--- src/verilog/tts_defs.vh ---
`ifndef TTS_DEFS_VH
`define TTS_DEFS_VH
// --------
// timing
// --------
`define TTS_MCLK_MHZ 100
// stop delay, write family
`define TTS_STOP_WR_US 2720
// stop delay, read and space
`define TTS_STOP_RD_US 1820
// strobe and halt width
`define TTS_STROBE_NS 200
// delay count tick period
`define TTS_TICK_NS 11000
// --------
// register map, fields and codes
// --------
`define TTS_REG_CTRL 4'h0
`define TTS_REG_COUNT 4'h4
`define TTS_REG_STATUS 4'h8
`define TTS_CTRL_GO 0
`define TTS_CTRL_STOP 1
`define TTS_CTRL_OP_LSB 4
`define TTS_CTRL_UNIT_LSB 8
`define TTS_COUNT_RST 16'h0001
`define TTS_OP_READ 3'h0
`define TTS_OP_WRITE 3'h1
`define TTS_OP_XGAP 3'h2
`define TTS_OP_FMARK 3'h3
`define TTS_OP_SPACE_AHEAD 3'h4
`define TTS_OP_SPACE_BACK 3'h5
`define TTS_OP_REWIND 3'h6
`define TTS_OP_OFFLINE 3'h7
`define TTS_RESP_OKAY 2'h0
`define TTS_RESP_SLVERR 2'h2
`endif

--- src/verilog/tts_delay_cnt.v ---
`include "tts_defs.vh"
`default_nettype none
// --------
// motion delay counter: preset load, then count to bit 14
// --------
module tts_delay_cnt #(
    parameter DATA_W = 9,
    parameter TICK_CYC = `TTS_TICK_NS * `TTS_MCLK_MHZ / 1000
) (
    // clock and reset
    input wire clk,
    input wire arst_n,
    // transport side
    input wire preset_gate,
    input wire [DATA_W-1:0] preset,
    // control
    input wire clear,
    // results
    output reg up_to_speed,
    output reg read_window
);
    localparam [11:0] TICK_C = TICK_CYC[11:0];
    reg [14:0] cnt_q;
    reg armed_q;
    reg [11:0] div_q;
    wire tick = (div_q == 12'h000);

    // free running tick divider; start delays are the count left to bit 14 times tick
    always @(posedge clk or negedge arst_n)
    begin
        if (!arst_n)
            div_q <= 12'h000;
        else if (tick)
            div_q <= TICK_C - 12'h001;
        else
            div_q <= div_q - 12'h001;
    end

    // presets sit just under bit 14, so the preset sets the remaining count
    always @(posedge clk or negedge arst_n)
    begin
        if (!arst_n)
        begin
            cnt_q <= 15'h0000;
            armed_q <= 1'b0;
            up_to_speed <= 1'b0;
            read_window <= 1'b0;
        end
        else if (clear)
        begin
            armed_q <= 1'b0;
            up_to_speed <= 1'b0;
            read_window <= 1'b0;
        end
        else if (preset_gate)
        begin
            cnt_q <= {1'b0, preset, {(14-DATA_W){1'b0}}};
            armed_q <= 1'b1;
            up_to_speed <= 1'b0;
            read_window <= 1'b0;
        end
        else if (armed_q && cnt_q[14])
        begin
            armed_q <= 1'b0; // further counting inhibited
            up_to_speed <= 1'b1;
            read_window <= 1'b1;
        end
        else if (armed_q && tick)
            cnt_q <= cnt_q + 15'h0001;
    end
endmodule
`default_nettype wire

--- src/verilog/tts_axil_regs.v ---
`include "tts_defs.vh"
`default_nettype none
// --------
// axi4-lite slave holding the command and status words
// --------
module tts_axil_regs (
    // clock and reset
    input wire clk,
    input wire arst_n,
    // write channels
    input wire [3:0] awaddr,
    input wire awvalid,
    output reg awready,
    input wire [31:0] wdata,
    input wire [3:0] wstrb,
    input wire wvalid,
    output reg wready,
    output reg [1:0] bresp,
    output reg bvalid,
    input wire bready,
    // read channels
    input wire [3:0] araddr,
    input wire arvalid,
    output reg arready,
    output reg [31:0] rdata,
    output reg [1:0] rresp,
    output reg rvalid,
    input wire rready,
    // block side
    output reg [2:0] op,
    output reg [2:0] unit,
    output reg [15:0] count,
    output reg go,
    output reg stop,
    input wire [31:0] status,
    input wire [15:0] remaining
);
    reg [3:0] aw_q;
    reg [31:0] w_q;
    reg [3:0] ws_q;
    reg aw_have_q;
    reg w_have_q;
    wire do_wr = aw_have_q && w_have_q && !bvalid;

    // write path: address and data taken in either order
    always @(posedge clk or negedge arst_n)
    begin
        if (!arst_n)
        begin
            aw_q <= 4'h0;
            w_q <= 32'h00000000;
            ws_q <= 4'h0;
            aw_have_q <= 1'b0;
            w_have_q <= 1'b0;
            awready <= 1'b1;
            wready <= 1'b1;
            bvalid <= 1'b0;
            bresp <= `TTS_RESP_OKAY;
            op <= `TTS_OP_READ;
            unit <= 3'h0;
            count <= `TTS_COUNT_RST;
            go <= 1'b0;
            stop <= 1'b0;
        end
        else
        begin
            go <= 1'b0;
            stop <= 1'b0;
            if (awvalid && awready)
            begin
                aw_q <= awaddr;
                aw_have_q <= 1'b1;
                awready <= 1'b0;
            end
            if (wvalid && wready)
            begin
                w_q <= wdata;
                ws_q <= wstrb;
                w_have_q <= 1'b1;
                wready <= 1'b0;
            end
            if (do_wr)
            begin
                aw_have_q <= 1'b0;
                w_have_q <= 1'b0;
                bvalid <= 1'b1;
                bresp <= `TTS_RESP_OKAY;
                // byte 0: go, stop, op; byte 1: unit
                if (aw_q == `TTS_REG_CTRL)
                begin
                    if (ws_q[0])
                    begin
                        go <= w_q[`TTS_CTRL_GO];
                        stop <= w_q[`TTS_CTRL_STOP];
                        op <= w_q[`TTS_CTRL_OP_LSB+2:`TTS_CTRL_OP_LSB];
                    end
                    if (ws_q[1])
                        unit <= w_q[`TTS_CTRL_UNIT_LSB+2:`TTS_CTRL_UNIT_LSB];
                end
                else if (aw_q == `TTS_REG_COUNT)
                begin
                    if (ws_q[0])
                        count[7:0] <= w_q[7:0];
                    if (ws_q[1])
                        count[15:8] <= w_q[15:8];
                end
                else if (aw_q != `TTS_REG_STATUS)
                    bresp <= `TTS_RESP_SLVERR;
            end
            if (bvalid && bready)
            begin
                bvalid <= 1'b0;
                awready <= 1'b1;
                wready <= 1'b1;
            end
        end
    end

    // read path: answer on the same edge that takes the address
    always @(posedge clk or negedge arst_n)
    begin
        if (!arst_n)
        begin
            arready <= 1'b1;
            rvalid <= 1'b0;
            rdata <= 32'h00000000;
            rresp <= `TTS_RESP_OKAY;
        end
        else if (arvalid && arready)
        begin
            arready <= 1'b0;
            rvalid <= 1'b1;
            rresp <= `TTS_RESP_OKAY;
            case (araddr)
                `TTS_REG_CTRL: rdata <= {21'h000000, unit, 1'b0, op, 4'h0};
                `TTS_REG_COUNT: rdata <= {remaining, count};
                `TTS_REG_STATUS: rdata <= status;
                default:
                begin
                    rdata <= 32'h00000000;
                    rresp <= `TTS_RESP_SLVERR;
                end
            endcase
        end
        else if (rvalid && rready)
        begin
            rvalid <= 1'b0;
            arready <= 1'b1;
        end
    end
endmodule
`default_nettype wire

--- src/verilog/tts_ctrl.v ---
// Contract
// - presets on read lines loaded under gate
// - count to bit 14, then flags, stop
// - write start delays 184.60 / 8.99 ms
// - read start delays 150.60 / 2.72 ms
// - stop delays 2.72 and 1.82 ms
// - read window enables read, speed enables clock
// - motion continues until halt line asserted
// - rewind: halt right after set strobe ends
// - space: stop delay, halt per check character
// - space: restart on slowing, delays alternate
// - three bit unit select, match connects
//
// The implementer's own choices: the AXI4-Lite slave port and the register addresses.
`include "tts_defs.vh"
`default_nettype none
module tts_ctrl #(
    parameter DATA_W = 9,
    parameter STOP_WR_CYC = `TTS_STOP_WR_US * `TTS_MCLK_MHZ,
    parameter STOP_RD_CYC = `TTS_STOP_RD_US * `TTS_MCLK_MHZ,
    parameter STROBE_CYC = `TTS_STROBE_NS * `TTS_MCLK_MHZ / 1000,
    parameter TICK_CYC = `TTS_TICK_NS * `TTS_MCLK_MHZ / 1000
) (
    // clock and reset
    input wire MCLK,
    input wire ARST_N,
    // axi4-lite write channels
    input wire [3:0] S_AXI_AWADDR,
    input wire S_AXI_AWVALID,
    output wire S_AXI_AWREADY,
    input wire [31:0] S_AXI_WDATA,
    input wire [3:0] S_AXI_WSTRB,
    input wire S_AXI_WVALID,
    output wire S_AXI_WREADY,
    output wire [1:0] S_AXI_BRESP,
    output wire S_AXI_BVALID,
    input wire S_AXI_BREADY,
    // axi4-lite read channels
    input wire [3:0] S_AXI_ARADDR,
    input wire S_AXI_ARVALID,
    output wire S_AXI_ARREADY,
    output wire [31:0] S_AXI_RDATA,
    output wire [1:0] S_AXI_RRESP,
    output wire S_AXI_RVALID,
    input wire S_AXI_RREADY,
    // slave bus commands to the transport
    output reg [2:0] UNIT_SEL,
    output reg CMD_FORWARD,
    output reg CMD_BACKWARD,
    output reg CMD_REWIND,
    output reg CMD_WRITE,
    output reg CMD_XGAP,
    output reg DRIVE_CMD_STROBE,
    output reg TRANSPORT_SET_STROBE,
    output reg HALT_MOTION,
    output wire UP_TO_SPEED,
    output wire READ_WINDOW,
    // slave bus status from the transport
    input wire PRESET_GATE_ENABLE,
    input wire [DATA_W-1:0] RD_DATA,
    input wire TAPE_LOADED,
    input wire REWINDING,
    input wire SETTLING_AFTER_STOP,
    input wire UNIT_IDLE_READY,
    // check character seen by the read path
    input wire CHECK_CHAR_SEEN
);
    // --------
    // constants and state codes
    // --------
    localparam [18:0] STOP_WR_C = STOP_WR_CYC[18:0];
    localparam [18:0] STOP_RD_C = STOP_RD_CYC[18:0];
    localparam [18:0] STROBE_C = STROBE_CYC[18:0];
    localparam [3:0] ST_IDLE = 4'h0;
    localparam [3:0] ST_SETUP = 4'h1;
    localparam [3:0] ST_STROBE = 4'h2;
    localparam [3:0] ST_RUN = 4'h3;
    localparam [3:0] ST_STOPDLY = 4'h4;
    localparam [3:0] ST_HALT = 4'h5;
    localparam [3:0] ST_SPWAIT = 4'h6;
    localparam [3:0] ST_WAITRDY = 4'h7;
    localparam [3:0] ST_REWIND = 4'h8;
    localparam [3:0] ST_RWWAIT = 4'h9;

    // --------
    // declarations
    // --------
    wire [2:0] reg_op;
    wire [2:0] reg_unit;
    wire [15:0] reg_count;
    wire go_pulse;
    wire stop_pulse;
    wire [31:0] status_word;
    reg [3:0] state_q;
    reg [3:0] state_d;
    reg [18:0] cnt_q;
    reg [18:0] cnt_d;
    reg [2:0] op_q;
    reg [2:0] op_d;
    reg [15:0] left_q;
    reg [15:0] left_d;
    reg stop_req_q;
    reg fwd_d;
    reg back_d;
    reg rew_d;
    reg wr_d;
    reg xg_d;
    reg drv_d;
    reg set_d;
    reg halt_d;
    reg [2:0] sel_d;
    reg delay_clr;

    // write family decode
    function is_write;
        input [2:0] code;
        begin
            is_write = (code == `TTS_OP_WRITE) || (code == `TTS_OP_XGAP) ||
                (code == `TTS_OP_FMARK);
        end
    endfunction

    function is_space;
        input [2:0] code;
        begin
            is_space = (code == `TTS_OP_SPACE_AHEAD) || (code == `TTS_OP_SPACE_BACK);
        end
    endfunction

    // --------
    // register bus and motion delay counter
    // --------
    assign status_word = {20'h00000, state_q, TAPE_LOADED, UNIT_IDLE_READY,
        SETTLING_AFTER_STOP, REWINDING, READ_WINDOW, UP_TO_SPEED,
        stop_req_q, (state_q != ST_IDLE)};

    tts_axil_regs u_regs (
        .clk(MCLK),
        .arst_n(ARST_N),
        .awaddr(S_AXI_AWADDR),
        .awvalid(S_AXI_AWVALID),
        .awready(S_AXI_AWREADY),
        .wdata(S_AXI_WDATA),
        .wstrb(S_AXI_WSTRB),
        .wvalid(S_AXI_WVALID),
        .wready(S_AXI_WREADY),
        .bresp(S_AXI_BRESP),
        .bvalid(S_AXI_BVALID),
        .bready(S_AXI_BREADY),
        .araddr(S_AXI_ARADDR),
        .arvalid(S_AXI_ARVALID),
        .arready(S_AXI_ARREADY),
        .rdata(S_AXI_RDATA),
        .rresp(S_AXI_RRESP),
        .rvalid(S_AXI_RVALID),
        .rready(S_AXI_RREADY),
        .op(reg_op),
        .unit(reg_unit),
        .count(reg_count),
        .go(go_pulse),
        .stop(stop_pulse),
        .status(status_word),
        .remaining(left_q)
    );

    tts_delay_cnt #(
        .DATA_W(DATA_W),
        .TICK_CYC(TICK_CYC)
    ) u_delay (
        .clk(MCLK),
        .arst_n(ARST_N),
        .preset_gate(PRESET_GATE_ENABLE),
        .preset(RD_DATA),
        .clear(delay_clr),
        .up_to_speed(UP_TO_SPEED),
        .read_window(READ_WINDOW)
    );

    // --------
    // sequencer
    // --------
    // next state; lines hold for the whole op so space restarts match
    always @*
    begin
        state_d = state_q;
        cnt_d = cnt_q;
        op_d = op_q;
        left_d = left_q;
        fwd_d = CMD_FORWARD;
        back_d = CMD_BACKWARD;
        rew_d = CMD_REWIND;
        wr_d = CMD_WRITE;
        xg_d = CMD_XGAP;
        drv_d = DRIVE_CMD_STROBE;
        set_d = TRANSPORT_SET_STROBE;
        halt_d = HALT_MOTION;
        sel_d = UNIT_SEL;
        delay_clr = 1'b0;
        case (state_q)
            ST_IDLE:
            begin
                sel_d = reg_unit;
                // no strobe toward a transport that has no tape
                if (go_pulse && TAPE_LOADED)
                begin
                    op_d = reg_op;
                    left_d = (reg_count == 16'h0000) ? 16'h0001 : reg_count;
                    fwd_d = (reg_op == `TTS_OP_READ) || is_write(reg_op) ||
                        (reg_op == `TTS_OP_SPACE_AHEAD);
                    back_d = (reg_op == `TTS_OP_SPACE_BACK);
                    rew_d = (reg_op == `TTS_OP_REWIND) ||
                        (reg_op == `TTS_OP_OFFLINE);
                    wr_d = is_write(reg_op) || (reg_op == `TTS_OP_OFFLINE);
                    // longer gap request, honoured by the transport
                    xg_d = (reg_op == `TTS_OP_XGAP) || (reg_op == `TTS_OP_FMARK);
                    halt_d = 1'b0;
                    cnt_d = STROBE_C;
                    state_d = ST_SETUP;
                end
            end
            ST_SETUP:
            begin
                // lines settle before the strobes fire
                if (cnt_q == 19'h00000)
                begin
                    drv_d = 1'b1;
                    set_d = 1'b1;
                    cnt_d = STROBE_C;
                    state_d = ST_STROBE;
                end
                else
                    cnt_d = cnt_q - 19'h00001;
            end
            ST_STROBE:
            begin
                if (cnt_q == 19'h00000)
                begin
                    drv_d = 1'b0;
                    set_d = 1'b0;
                    if (rew_d)
                    begin
                        halt_d = 1'b1;
                        cnt_d = STROBE_C;
                        state_d = ST_REWIND;
                    end
                    else
                        state_d = ST_RUN;
                end
                else
                    cnt_d = cnt_q - 19'h00001;
            end
            ST_RUN:
            begin
                // runs until software stops it or a space op sees a check character
                if (stop_req_q || (is_space(op_q) && CHECK_CHAR_SEEN))
                begin
                    cnt_d = is_write(op_q) ? STOP_WR_C : STOP_RD_C;
                    state_d = ST_STOPDLY;
                end
            end
            ST_STOPDLY:
            begin
                if (cnt_q == 19'h00000)
                begin
                    halt_d = 1'b1;
                    delay_clr = 1'b1;
                    cnt_d = STROBE_C;
                    state_d = ST_HALT;
                end
                else
                    cnt_d = cnt_q - 19'h00001;
            end
            ST_HALT:
            begin
                if (cnt_q == 19'h00000)
                begin
                    halt_d = 1'b0;
                    if (is_space(op_q) && !stop_req_q && (left_q != 16'h0001))
                    begin
                        left_d = left_q - 16'h0001;
                        state_d = ST_SPWAIT;
                    end
                    else
                        state_d = ST_WAITRDY;
                end
                else
                    cnt_d = cnt_q - 19'h00001;
            end
            ST_SPWAIT:
            begin
                // restart as soon as the drive starts slowing down
                if (SETTLING_AFTER_STOP)
                begin
                    drv_d = 1'b1;
                    set_d = 1'b1;
                    cnt_d = STROBE_C;
                    state_d = ST_STROBE;
                end
            end
            ST_WAITRDY:
            begin
                // unit ready means stopped and settled
                if (UNIT_IDLE_READY && !SETTLING_AFTER_STOP)
                begin
                    fwd_d = 1'b0;
                    back_d = 1'b0;
                    wr_d = 1'b0;
                    xg_d = 1'b0;
                    state_d = ST_IDLE;
                end
            end
            ST_REWIND:
            begin
                // halt is held through the rewind; the transport ignores it
                if (cnt_q == 19'h00000)
                    state_d = ST_RWWAIT;
                else
                    cnt_d = cnt_q - 19'h00001;
            end
            ST_RWWAIT:
            begin
                // an offline request also ends here, once rewinding drops
                if (!REWINDING)
                begin
                    halt_d = 1'b0;
                    rew_d = 1'b0;
                    wr_d = 1'b0;
                    state_d = ST_IDLE;
                end
            end
            default:
            begin
                state_d = ST_IDLE;
            end
        endcase
    end

    // --------
    // state and pin registers
    // --------
    always @(posedge MCLK or negedge ARST_N)
    begin
        if (!ARST_N)
        begin
            state_q <= ST_IDLE;
            cnt_q <= 19'h00000;
            op_q <= `TTS_OP_READ;
            left_q <= 16'h0000;
            UNIT_SEL <= 3'h0;
            CMD_FORWARD <= 1'b0;
            CMD_BACKWARD <= 1'b0;
            CMD_REWIND <= 1'b0;
            CMD_WRITE <= 1'b0;
            CMD_XGAP <= 1'b0;
            DRIVE_CMD_STROBE <= 1'b0;
            TRANSPORT_SET_STROBE <= 1'b0;
            HALT_MOTION <= 1'b0;
        end
        else
        begin
            state_q <= state_d;
            cnt_q <= cnt_d;
            op_q <= op_d;
            left_q <= left_d;
            UNIT_SEL <= sel_d;
            CMD_FORWARD <= fwd_d;
            CMD_BACKWARD <= back_d;
            CMD_REWIND <= rew_d;
            CMD_WRITE <= wr_d;
            CMD_XGAP <= xg_d;
            DRIVE_CMD_STROBE <= drv_d;
            TRANSPORT_SET_STROBE <= set_d;
            HALT_MOTION <= halt_d;
        end
    end

    // stop request: set only outside idle; idle clears it
    always @(posedge MCLK or negedge ARST_N)
    begin
        if (!ARST_N)
            stop_req_q <= 1'b0;
        else if (stop_pulse && (state_q != ST_IDLE))
            stop_req_q <= 1'b1;
        else if (state_q == ST_IDLE)
            stop_req_q <= 1'b0;
    end
endmodule
`default_nettype wire

--- config.mk ---
export PLATFORM = sky130hd
export DESIGN_NAME = tts_ctrl
export DESIGN_NICKNAME = d
export VERILOG_FILES = /design/src/verilog/tts_delay_cnt.v /design/src/verilog/tts_axil_regs.v /design/src/verilog/tts_ctrl.v
export VERILOG_INCLUDE_DIRS = /design/src /design/src/verilog
export SDC_FILE = /design/constraint.sdc
export NUM_CORES = 1
export LEC_CHECK = 0
export BUFFER_PORTS_ARGS = -buffer_cell sky130_fd_sc_hd__buf_2
export CAP_MARGIN = 0
export CORE_UTILIZATION = 52
export DETAILED_ROUTE_END_ITERATION = 6
export MAX_ROUTING_LAYER = met4
export PLACE_DENSITY = 0.77
export SYNTH_ARGS = -nofsm -noshare
export SYNTH_HDL_FRONTEND = slang
export SYNTH_SLANG_ARGS = --single-unit
export TNS_END_PERCENT = 100
--- constraint.sdc ---
create_clock -name MCLK -period 2.6 [get_ports MCLK]
set_clock_uncertainty 0.2 [all_clocks]
set_input_delay 0.52 -clock MCLK [delete_from_list [all_inputs] [get_ports MCLK]]
set_output_delay 0.52 -clock MCLK [all_outputs]
set_load 0.05 [all_outputs]
# Word-level counts from Yosys, hierarchy flattened
# Index checks and enable logic that the tools add are counted.
[totals] register_bits=171 latchBits=0 ramBits=0 mem_bits_ro=0 output_inout_bits=54 n_memories=0
[op_classes] n_addsub=4 multipliers=0 n_div=0 order_cmp=0 n_eq_ne=41 shift=0 mux=86 bitwise=2 reduce_logical=70
[ops] cell="$mux 19" n=8
[ops] cell="$pmux 19 s6" n=1
[ops] cell="$pmux 32 s3" n=1
[ops] cell="$mux 16" n=4
[ops] cell="$mux 15" n=3
[ops] cell="$mux 1" n=44
[ops] cell="$mux 4" n=11
[ops] cell="$pmux 4 s10" n=1
[ops] cell="$pmux 16 s2" n=1
[ops] cell="$ne 2x2->1 const B" n=14
[ops] cell="$eq 4x3->1 const B" n=6
[ops] cell="$reduce_bool 2->1" n=11
[ops] cell="$reduce_and 4->1" n=5
[ops] cell="$logic_not 19->1" n=1
[ops] cell="$sub 19x1->19 const B" n=1
[ops] cell="$eq 3x3->1 const B" n=6
[ops] cell="$logic_not 16->1" n=1
[ops] cell="$ne 16x1->1 const B" n=1
[ops] cell="$sub 16x1->16 const B" n=1
[ops] cell="$add 15x1->15 const B" n=1
[ops] cell="$logic_and 1x1->1" n=15
[ops] cell="$reduce_and 3->1" n=5
[ops] cell="$eq 3x2->1 const B" n=4
[ops] cell="$eq 4x4->1 const B" n=3
[ops] cell="other kinds (27)" n=54

# Longest topological paths before layout
# Gate-level depths: netlist of the first run.
[depth] ltp_word=7 depth_mapped=9 mapped_depth_nobuf=8

# Cells and area by module
# A second synthesis of the first run with hierarchy kept.
[hier_totals] cells_unflattened=887 area_unflattened_um2=8688.3
[by_module_without_submodules] module="tts_axil_regs" n_inst=1 cells_per_inst=292 area_each_um2=3604.7
[by_module_without_submodules] module="tts_ctrl" n_inst=1 cells_per_inst=425 area_each_um2=3488.3
[by_module_without_submodules] module="tts_delay_cnt" n_inst=1 cells_per_inst=170 area_each_um2=1595.3

# Worst setup path before layout of the first run
# No wires, ideal clock.
[synth_timing] path_type="reg-to-reg" startpoint="register left_q[0]" endpoint="register left_q[14]" setup_time_ps=123 arrival_ps=2353 t_required_ps=2277 slack_ps=-76 stages_incl_launch_ff=9 synth_period_minus_slack_ps=2676 cell_sequence="dfrtp_1 -> inv_1 -> ha_1 -> or4b_4 -> or3_4 -> or4_4 -> nand2b_4 -> o22ai_1 -> a2bb2oi_2"
[synth_via] elab_chain_cells=4
[synth_lines] item="start: declaration" line_no="tts_ctrl.v:100" rtl="reg [15:0] left_q;"
[synth_lines] item="start signal: assignment" line_no="tts_ctrl.v:364" rtl="left_q <= left_d;"
[synth_lines] item="$sub 16x1->16 / $ne 16x1->1 (equally long branches)" line_no="tts_ctrl.v:280, tts_ctrl.v:278"
[synth_lines] item="$mux 16 / $logic_and 1x1->1 (equally long branches)" line_no="tts_ctrl.v:278" rtl="if (is_space(op_q) && !stop_req_q && (left_q != 16'h0001))"
[synth_lines] item="$mux 16 / $ne 2x2->1 (equally long branches)"
[synth_lines] item="$pmux 16 s2 / $reduce_and 4->1 (equally long branches)"
# Several ways; a longest one is shown, not always the timed one. The select of a mux whose other input is x is not followed.
# A chain may end at the register's enable or synchronous reset.

# Worst setup path after layout of the first run
# Ends and elaborated chain as after synthesis.

==> results of run 1 <==
-- Yosys cell counts, types with 4 or more instances --
cell / instances / area, µm²
and3_1: 5 / 31.28
buf_4: 6 / 45.04
clkbuf_1: 29 / 108.9
o21ai_1: 8 / 40.04
a22o_1: 9 / 78.83
buf_1: 4 / 15.01
nor3_1: 27 / 135.1
a221oi_1: 12 / 105.1
o31ai_1: 7 / 52.55
nor4_1: 12 / 75.07
o211ai_1: 4 / 30.03
o22ai_1: 14 / 87.58
nand3b_1: 4 / 30.03
ha_1: 7 / 87.58
a22oi_1: 4 / 30.03
nand4_1: 5 / 31.28
nor2_1: 73 / 274.0
nor2b_1: 8 / 50.05
dfstp_2: 4 / 105.1
nand2b_1: 7 / 43.79
a21oi_1: 53 / 265.3
mux2_2: 51 / 574.3
xnor2_1: 6 / 52.55
or4_1: 4 / 30.03
inv_1: 26 / 97.59
dfrtp_1: 165 / 4129
nand2_1: 121 / 454.2
nand3_1: 25 / 125.1
o2bb2ai_1: 8 / 70.07
o21ai_0: 76 / 380.4
or3_1: 10 / 62.56
nor3b_1: 4 / 30.03
mux2i_1: 4 / 40.04
buf_2: 8 / 40.04
a21o_1: 4 / 30.03
-- flip-flops by register name, indices dropped and copies added (netlist names), 4 cells and up --
| register | cells |
|---|---|
| u_regs.w_q | 16 |
| u_delay.cnt_q | 15 |
| u_regs.aw_q | 4 |
| left_q | 16 |
| state_q | 4 |
| u_regs.count | 16 |
| u_delay.div_q | 12 |
| u_regs.rdata | 32 |
| cnt_q | 19 |
-- power breakdown --
group	internal, W	switching [W]
clock	0.00134	0.00110
combinational	0.00186	0.00278
sequential	0.00331	0.000604
total	0.00651	0.00449
-- final cells by class --
cell class              count  area [µm²]  share of cell area (%)
repair buffers            190        1257                   12.05
inverters                  26       97.59                  0.9349
well taps                 216       270.3                   2.589
multi-input cells         640        4014                   38.45
clock inverters            14       135.1                   1.294
flip-flops and latches    169        4235                   40.57
clock buffers              18       429.2                   4.111
-- stage by stage --
step | cells | hold WS, ns | power [W] | TNS [ns]
final | 1273 | 0.04382 | 0.01099 | 0
after global routing | 1273 | 0.05778 | 0.01163 | -0.05015
after CTS | 1268 | 0.03279 | 0.01094 | 0
after detailed placement | 1232 | 0.2559 | 0.008454 | -0.1543
after global placement | 1232 | 0.2428 | 0.008329 | -0.02948
after floorplan | 882 | 0.02441 | 0.006936 | 0
-- worst max-delay path by stage --
stage / from / end / slack (ns) / cells past startpoint
2_1_floorplan: left_q[0]$_DFFE_PN0P_ / left_q[14]$_DFFE_PN0P_ / 0.0009 / 8
3_3_place_gp: u_delay.div_q[6]$_DFF_PN0_ / u_delay.cnt_q[13]$_DFFE_PN0P_ / -0.02 / 6
3_5_place_dp: u_delay.div_q[6]$_DFF_PN0_ / u_delay.cnt_q[13]$_DFFE_PN0P_ / -0.06 / 6
4_1_cts: u_delay.div_q[6]$_DFF_PN0_ / u_delay.cnt_q[3]$_DFFE_PN0P_ / 0.01 / 8
5_1_grt: left_q[1]$_DFFE_PN0P_ / left_q[14]$_DFFE_PN0P_ / -0.03 / 8
6_report: left_q[0]$_DFFE_PN0P_ / left_q[14]$_DFFE_PN0P_ / 0.04 / 8
-- kinds of logic (layout without fill, tap and decap cells) --
group,Yosys count,in the layout,share of synthesized area [%]
flops,169,169,50.04
buf+inv,73,248,3.622
other cells,1,2,0.04432
fa+ha+maj,7,7,1.035
xor+xnor,9,9,0.9316
simple gates,336,336,19.86
compound gates,231,231,17.21
mux,55,55,7.260
-- routing by layer --
metal  track usage (%)  wire, µm
met1             35.65      9444
met2             41.84      9946
met3             4.913      1206
met4             10.12       501
met5                 -         0
-- worst reg2reg max path, delay by kind of cell, from the launching register on --
family                     cells  cell delay (ns)
AOI/OAI and AO/OA              2             0.27
DFF                            1             0.39
adders and majority gates      1             0.13
and+or+nand+nor                4             1.42
buffers and inverters          1             0.09
-- timing repair --
action / CTS / global route
buffers inserted: 3 / 5
endpoints found under the setup margin: 7 / 28
gates resized for setup: 6 / 10
hold buffers: 1 / 0
pin swaps: 4 / 7
hold endpoints to repair: 35 / 0
==> impl_metrics.toml, run 1 <==
[outcome]
status = "finished clean"

[worst_setup_path]
startpoint_type = "register"
endpoint_kind = "register"
slowest_delay_ns = 0.46
ff2ff_path_depth = 8
crit_required_ns = 2.76
cp_top_family = "simple AND/OR/NAND/NOR gates"
r2r_setup_slack_ns = 0.04
critical_path.cell_chain = "inv_2 > ha_4 > or4b_4 > or3_4 > or4_4 > nand2b_4 > a21boi_2 > a2bb2oi_2"
setup.worst_path.class = "reg2reg"
path_buf_inv = 1
reg2reg_from = "left_q[0]$_DFFE_PN0P_"
r2r-end = "left_q[14]$_DFFE_PN0P_"
cp_max_fo = 3
crit_slowest_cell = "or4b_4"
arrival_ns = 2.72

[sta]
rsz0062_at_grt = "yes"
relSlewSlack_pct = 54.63
hold_violations = 0
layout_min_cycle_time_ns = 2.559
slew_violations = 0
fin_ws_ns = 0.04103
setup_viol = 0
timing.final.crit_share_pct = 98.42
worstMarginPinSlew_ns = 0.6806
max_freq_ghz = 0.3908

[global_routing]
grt_pass1_vias = 6924
grt_usage_pct = 27.07
grt_max_degree = 58
overflow = 0
grt_pass1_wl_mm = 34.02
antenna_found_initial = 0

[hold_path]
holdPathStages = 2
min_to = "u_regs.awready$_DFFE_PN1P_"
min_from = "S_AXI_AWVALID"
hp-class = "in2reg"

[cells_and_area]
fin_util_pct = 65.71
synthToLayoutAreaGrowth_pct = 23.36
final_nets = 1117
n_antenna_cell = 0
final_cell_mix = "dfrtp_1, nand2_1, buf_2"
final_common_cell = "dfrtp_1"
finish.instance_area_um2 = 10440
nFillCells = 1274
drive_gt1_share_pct = 29.61

[synthesis]
yosys_most_used_dff = "dfrtp_1"
synth_edf_count = 0
yosysUniqueCellTypes = 78
ys_seq_area_share_pct = 50.04
syn_area_um2 = 8462
synth_cells = 881
avgSynthCellArea_um2 = 9.605
synth-seq-cells = 169
async_reset_ff_share_pct = 100.0
yosys_warnings = 0

[floorplan]
fp-row-count = 46
core_um2 = 15890
die_area_um2 = 16790
ios = 120
die_height_um = 129.6
initial_utilization_pct = 53.27
die_w_um = 129.6

[placement]
dpl-instance-area_um2 = 9738
hpwl_mm = 15.24
place_ws_ns = -0.06091
finalWeightedCongestion = 0.8929
io_buffers = 99

[detailed_routing]
wl_per_cell_um = 16.57
antenna_left = 0
vias = 7343
wirelength_mm = 21.10
viasPerCell = 5.768
drt_pass1_iterations = 6
drtIter0Drc = 608
drc = 0

[power]
cellLeakagePower_nw = 4.873
ir_worst_vdd_uv = 891.9
p_per_area_nw_per_um2 = 1053

[clock_network]
cts_buffers = 17
insertion_delay_ns = 0.43
clock-sinks = 169
cts_buffer_depth = 2
path_clk_slew_ns = 0.07
cts_tree = "done"
h-tree-depth = 4
cts_root_buf = "clkbuf_16"

[flow_run]
drv_cap = 0
Power figures use the tool's default switching activity.
==> run 2, diff against run 1 <==
Settings changed: CORE_UTILIZATION 52 to 62, PLACE_DENSITY 0.77 to 0.86.
Clock period 2.6 ns to 3.3 ns, I/O delays scaled along.
==> impl_metrics.toml, run 2 (synthesis gave the netlist of run 1 again) <==
[outcome]
status = "finished clean"

[clock_network]
clock-sinks = 169
h-tree-depth = 4
path_clk_slew_ns = 0.06
cts_buffers = 17
cts_tree = "done"
insertion_delay_ns = 0.44
cts_buffer_depth = 2
holdBufCountCts = 0
cts_root_buf = "clkbuf_16"
ctsResizeCount = 0
post-cts-setup-buffers = 0

[sta]
rsz0062_at_grt = "no"
slew_violations = 0
worstMarginPinSlew_ns = 0.8374
relSlewSlack_pct = 44.04
finalSetupTns_ns = 0
fin_hold_ws_ns = 0.03235
hold_violations = 0
layout_min_cycle_time_ns = 2.891
setup_viol = 0
timing.final.crit_share_pct = 87.59
max_freq_ghz = 0.3460

[detailed_routing]
viasPerCell = 6.119
antenna_left = 0
drc = 0
wl_per_cell_um = 17.60
wirelength_mm = 20.49
drtIter0Drc = 783
vias = 7122
drt_pass1_iterations = 6

[worst_setup_path]
startpoint = "cnt_q[6]$_DFFE_PN0P_"
endpoint_kind = "register"
slowest_delay_ns = 0.58
reg2reg_from = "cnt_q[6]$_DFFE_PN0P_"
setup.worst_path.class = "reg2reg"
path_buf_inv = 0
arrival_ns = 3.05
cp_top_family = "simple AND/OR/NAND/NOR gates"
crit_required_ns = 3.46
startpoint_type = "register"
cp_max_fo = 14
crit_slowest_cell = "nor3_2"
critical_path.cell_chain = "or4_1 > or2_1 > nor3_2 > a211o_1 > o21ai_0 > a21oi_1"

[floorplan]
initial_utilization_pct = 63.65
ios = 120
die_w_um = 118.8
core_um2 = 13300
die_area_um2 = 14120
die_height_um = 118.8
fp-row-count = 42

[cells_and_area]
final_nets = 1048
largest_reg_flops = 32
n_antenna_cell = 0
final_common_cell = "dfrtp_1"
drive_gt1_share_pct = 22.87
top_register = "u_regs.rdata"
reg_top3 = "u_regs.rdata x32, cnt_q x19"
fin_cells = 1164
synthToLayoutAreaGrowth_pct = 14.68
final_cell_mix = "dfrtp_1, nand2_1, buf_2"

[power]
cellLeakagePower_nw = 4.456
power_w = 0.008218
p_per_area_nw_per_um2 = 846.9
ir_worst_vdd_uv = 516.4

[global_routing]
grt_usage_pct = 32.10
antenna_found_initial = 0
grt_pass1_vias = 7026
grt_pass1_wl_mm = 34.57
overflow = 0
grt_max_degree = 73

[placement]
place_inst = 1132
io_buffers = 99
finalWeightedCongestion = 0.9380
hpwl_mm = 14.23

[flow_run]
drv_cap = 0

[hold_path]
hp-class = "in2async"
==> run 2: changes by cell type in the layout (fill, tap and decap cells not counted), moves of 3 or more <==
cell / change
inv_6: -6
clkbuf_1: +6
buf_12: -4
clkinvlp_4: +3
buf_4: -62
==> run 2: area by class of cell <==
cell class,count,area (µm²)
flip-flops and latches,169,4234
multi-input cells,640,3936
fillers,954,3591
repair buffers,121,679.4
clock buffers,25,465.4
well taps,176,220.2
inverters,26,97.59
clock inverters,7,71.32
==> run 2: worst paths after layout <==
check	cells after the start	slack, ns	to
min in group MCLK	2	0.18	u_regs.wready$_DFFE_PN1P_
setup reg to reg	6	0.41	u_delay.cnt_q[3]$_DFFE_PN0P_
max in group asynchronous	2	2.05	u_regs.awready$_DFFE_PN1P_
setup / recovery	6	0.41	u_delay.cnt_q[3]$_DFFE_PN0P_
hold reg to reg	1	0.25	u_delay.div_q[0]$_DFF_PN0_
hold / removal	1	0.03	u_delay.div_q[5]$_DFF_PN0_
==> run 2: per-layer routing <==
| layer | track usage, % | vias to the layer above | wire [µm] |
|---|---|---|---|
| met5 | - | - | 0 |
| met4 | 12.18 | 0 | 391 |
| li1 | - | 3359 | - |
| met1 | 42.22 | 3441 | 8693 |
| met2 | 49.60 | 286 | 9926 |
| met3 | 6.418 | 36 | 1476 |
==> run 2: report_power, final <==
group | switching (W) | internal, W | total [W]
combinational | 0.00207 | 0.00119 | 0.00326
clock | 0.000793 | 0.00106 | 0.00185
sequential | 0.000503 | 0.00261 | 0.00311
total | 0.00336 | 0.00486 | 0.00822
==> run 2: through the flow <==
stage               util (%)  cell area, µm²  worst slack, ns
floorplan                  -            8466           0.6236
global placement       68.92            9163           0.3103
detailed placement     68.92            9163           0.2591
CTS                    72.95            9699           0.2366
global route           72.99            9704           0.2475
finish                 72.99            9704           0.4094
==> run 3, diff against run 2 <==
Settings changed: BUFFER_PORTS_ARGS -buffer_cell sky130_fd_sc_hd__buf_2 to -buffer_cell sky130_fd_sc_hd__clkbuf_2, GPL_TIMING_DRIVEN from default to 0.
==> impl_metrics.toml, run 3 (synthesis gave the netlist of run 1 again) <==
[outcome]
status = "finished clean"

[floorplan]
initial_utilization_pct = 63.65
ios = 120
die_area_um2 = 14120
core_um2 = 13300
die_height_um = 118.8
fp-row-count = 42
die_w_um = 118.8

[power]
power_w = 0.008254
ir_worst_vdd_uv = 504.6
cellLeakagePower_nw = 4.435
p_per_area_nw_per_um2 = 845.7

[cells_and_area]
finish.instance_area_um2 = 9761
final_nets = 1074
synthToLayoutAreaGrowth_pct = 15.35
drive_gt1_share_pct = 21.89
reg_top3 = "u_regs.rdata x32, cnt_q x19"
final_common_cell = "dfrtp_1"
final_cell_mix = "dfrtp_1, nand2_1, clkbuf_2"
n_antenna_cell = 0
top_register = "u_regs.rdata"
largest_reg_flops = 32
fin_util_pct = 73.41
nFillCells = 977

[clock_network]
clock-sinks = 169
insertion_delay_ns = 0.44
path_clk_slew_ns = 0.07
cts_root_buf = "clkbuf_16"
cts_buffer_depth = 2
cts_buffers = 17
cts_tree = "done"
h-tree-depth = 4
post-cts-setup-buffers = 0

[placement]
place_ws_ns = 0.2854
dpl-instance-area_um2 = 9213
hpwl_mm = 15.29
io_buffers = 98
finalWeightedCongestion = 0.9514

[worst_setup_path]
cp_max_fo = 10
endpoint_kind = "register"
crit_required_ns = 3.46
arrival_ns = 3.24
startpoint_type = "register"
setup.worst_path.class = "reg2reg"

[detailed_routing]
viasPerCell = 6.302
drtIter0Drc = 759
drt_pass1_iterations = 5
wirelength_mm = 22.20
drc = 0
wl_per_cell_um = 18.65
antenna_left = 0
vias = 7499

[sta]
hold_violations = 0
layout_min_cycle_time_ns = 3.081
timing.final.crit_share_pct = 93.36
fin_ws_ns = 0.2192
rsz0062_at_grt = "no"
slew_violations = 0
max_freq_ghz = 0.3246
worstMarginPinSlew_ns = 1.256
setup_viol = 0
relSlewSlack_pct = 15.65

[global_routing]
grt_pass1_vias = 7188
grt_pass1_wl_mm = 36.50
grt_usage_pct = 34.39
grt_max_degree = 118
antenna_found_initial = 0
overflow = 0

[flow_run]
drv_cap = 0

[hold_path]
hp-class = "in2reg"
==> run 3: path summary, 6_finish.rpt <==
path	to	start	slack, ns	cells after the start
min in group asynchronous	u_regs.rdata[25]$_DFFE_PN0P_	ARST_N	0.53	2
max	left_q[0]$_DFFE_PN0P_	state_q[1]$_DFFE_PN0P_	0.22	7
min reg2reg	u_delay.div_q[0]$_DFF_PN0_	u_delay.div_q[0]$_DFF_PN0_	0.26	1
min	u_regs.wready$_DFFE_PN1P_	S_AXI_WVALID	0.17	2
max in group asynchronous	op_q[1]$_DFFE_PN0P_	ARST_N	1.45	3
max reg2reg	left_q[0]$_DFFE_PN0P_	state_q[1]$_DFFE_PN0P_	0.22	7
==> run 3: metal layers <==
| metal | global-route usage [%] | up-vias | share of wire, % |
|---|---|---|---|
| li1 | - | 3414 | - |
| met1 | 44.85 | 3644 | 41 |
| met2 | 52.78 | 370 | 48 |
| met3 | 6.705 | 71 | 8.2 |
| met4 | 15.03 | 0 | 3.3 |
| met5 | - | - | 0 |
==> run 3: what timing repair did <==
item                       CTS  global route
resized for setup            0             1
setup endpoints to repair    0            15
hold buffers                 1             0
hold endpoints to repair    26             0
==> run 3: worst max-delay path, stage by stage (launching register included) <==
cell	delay, ns
dfrtp_1	0.36
buf_2	0.19
nor4_2	0.68
nand3_1	0.52
a22oi_2	0.51
buf_2	0.31
nand3_1	0.12
o211ai_1	0.11
==> run 3: layout make-up <==
class / count / area [µm²] / area share, %
Sequential cell: 169 / 4234 / 43.38
Multi-Input combinational cell: 640 / 3931 / 40.28
Timing Repair Buffer: 100 / 536.8 / 5.499
Clock buffer: 19 / 432.9 / 4.435
Tap cell: 176 / 220.2 / 2.256
Buffer: 47 / 209.0 / 2.141
Clock inverter: 13 / 98.84 / 1.013
Inverter: 26 / 97.59 / 0.9999
==> run 3: through the flow <==
step                      hold WS [ns]  setup TNS [ns]  std cells
after floorplan                 0.1644               0        882
after global placement          0.2438         -274.61       1156
after detailed placement        0.2561               0       1157
after CTS                       0.1671               0       1190
after global routing            0.1829               0       1190
final                           0.1718               0       1190
==> run 3: power breakdown <==
group          internal, W  switching [W]  leakage [nW]
combinational      0.00116        0.00217          2.03
sequential         0.00261       0.000502          2.17
clock             0.000964       0.000850         0.242
total              0.00473        0.00352          4.44
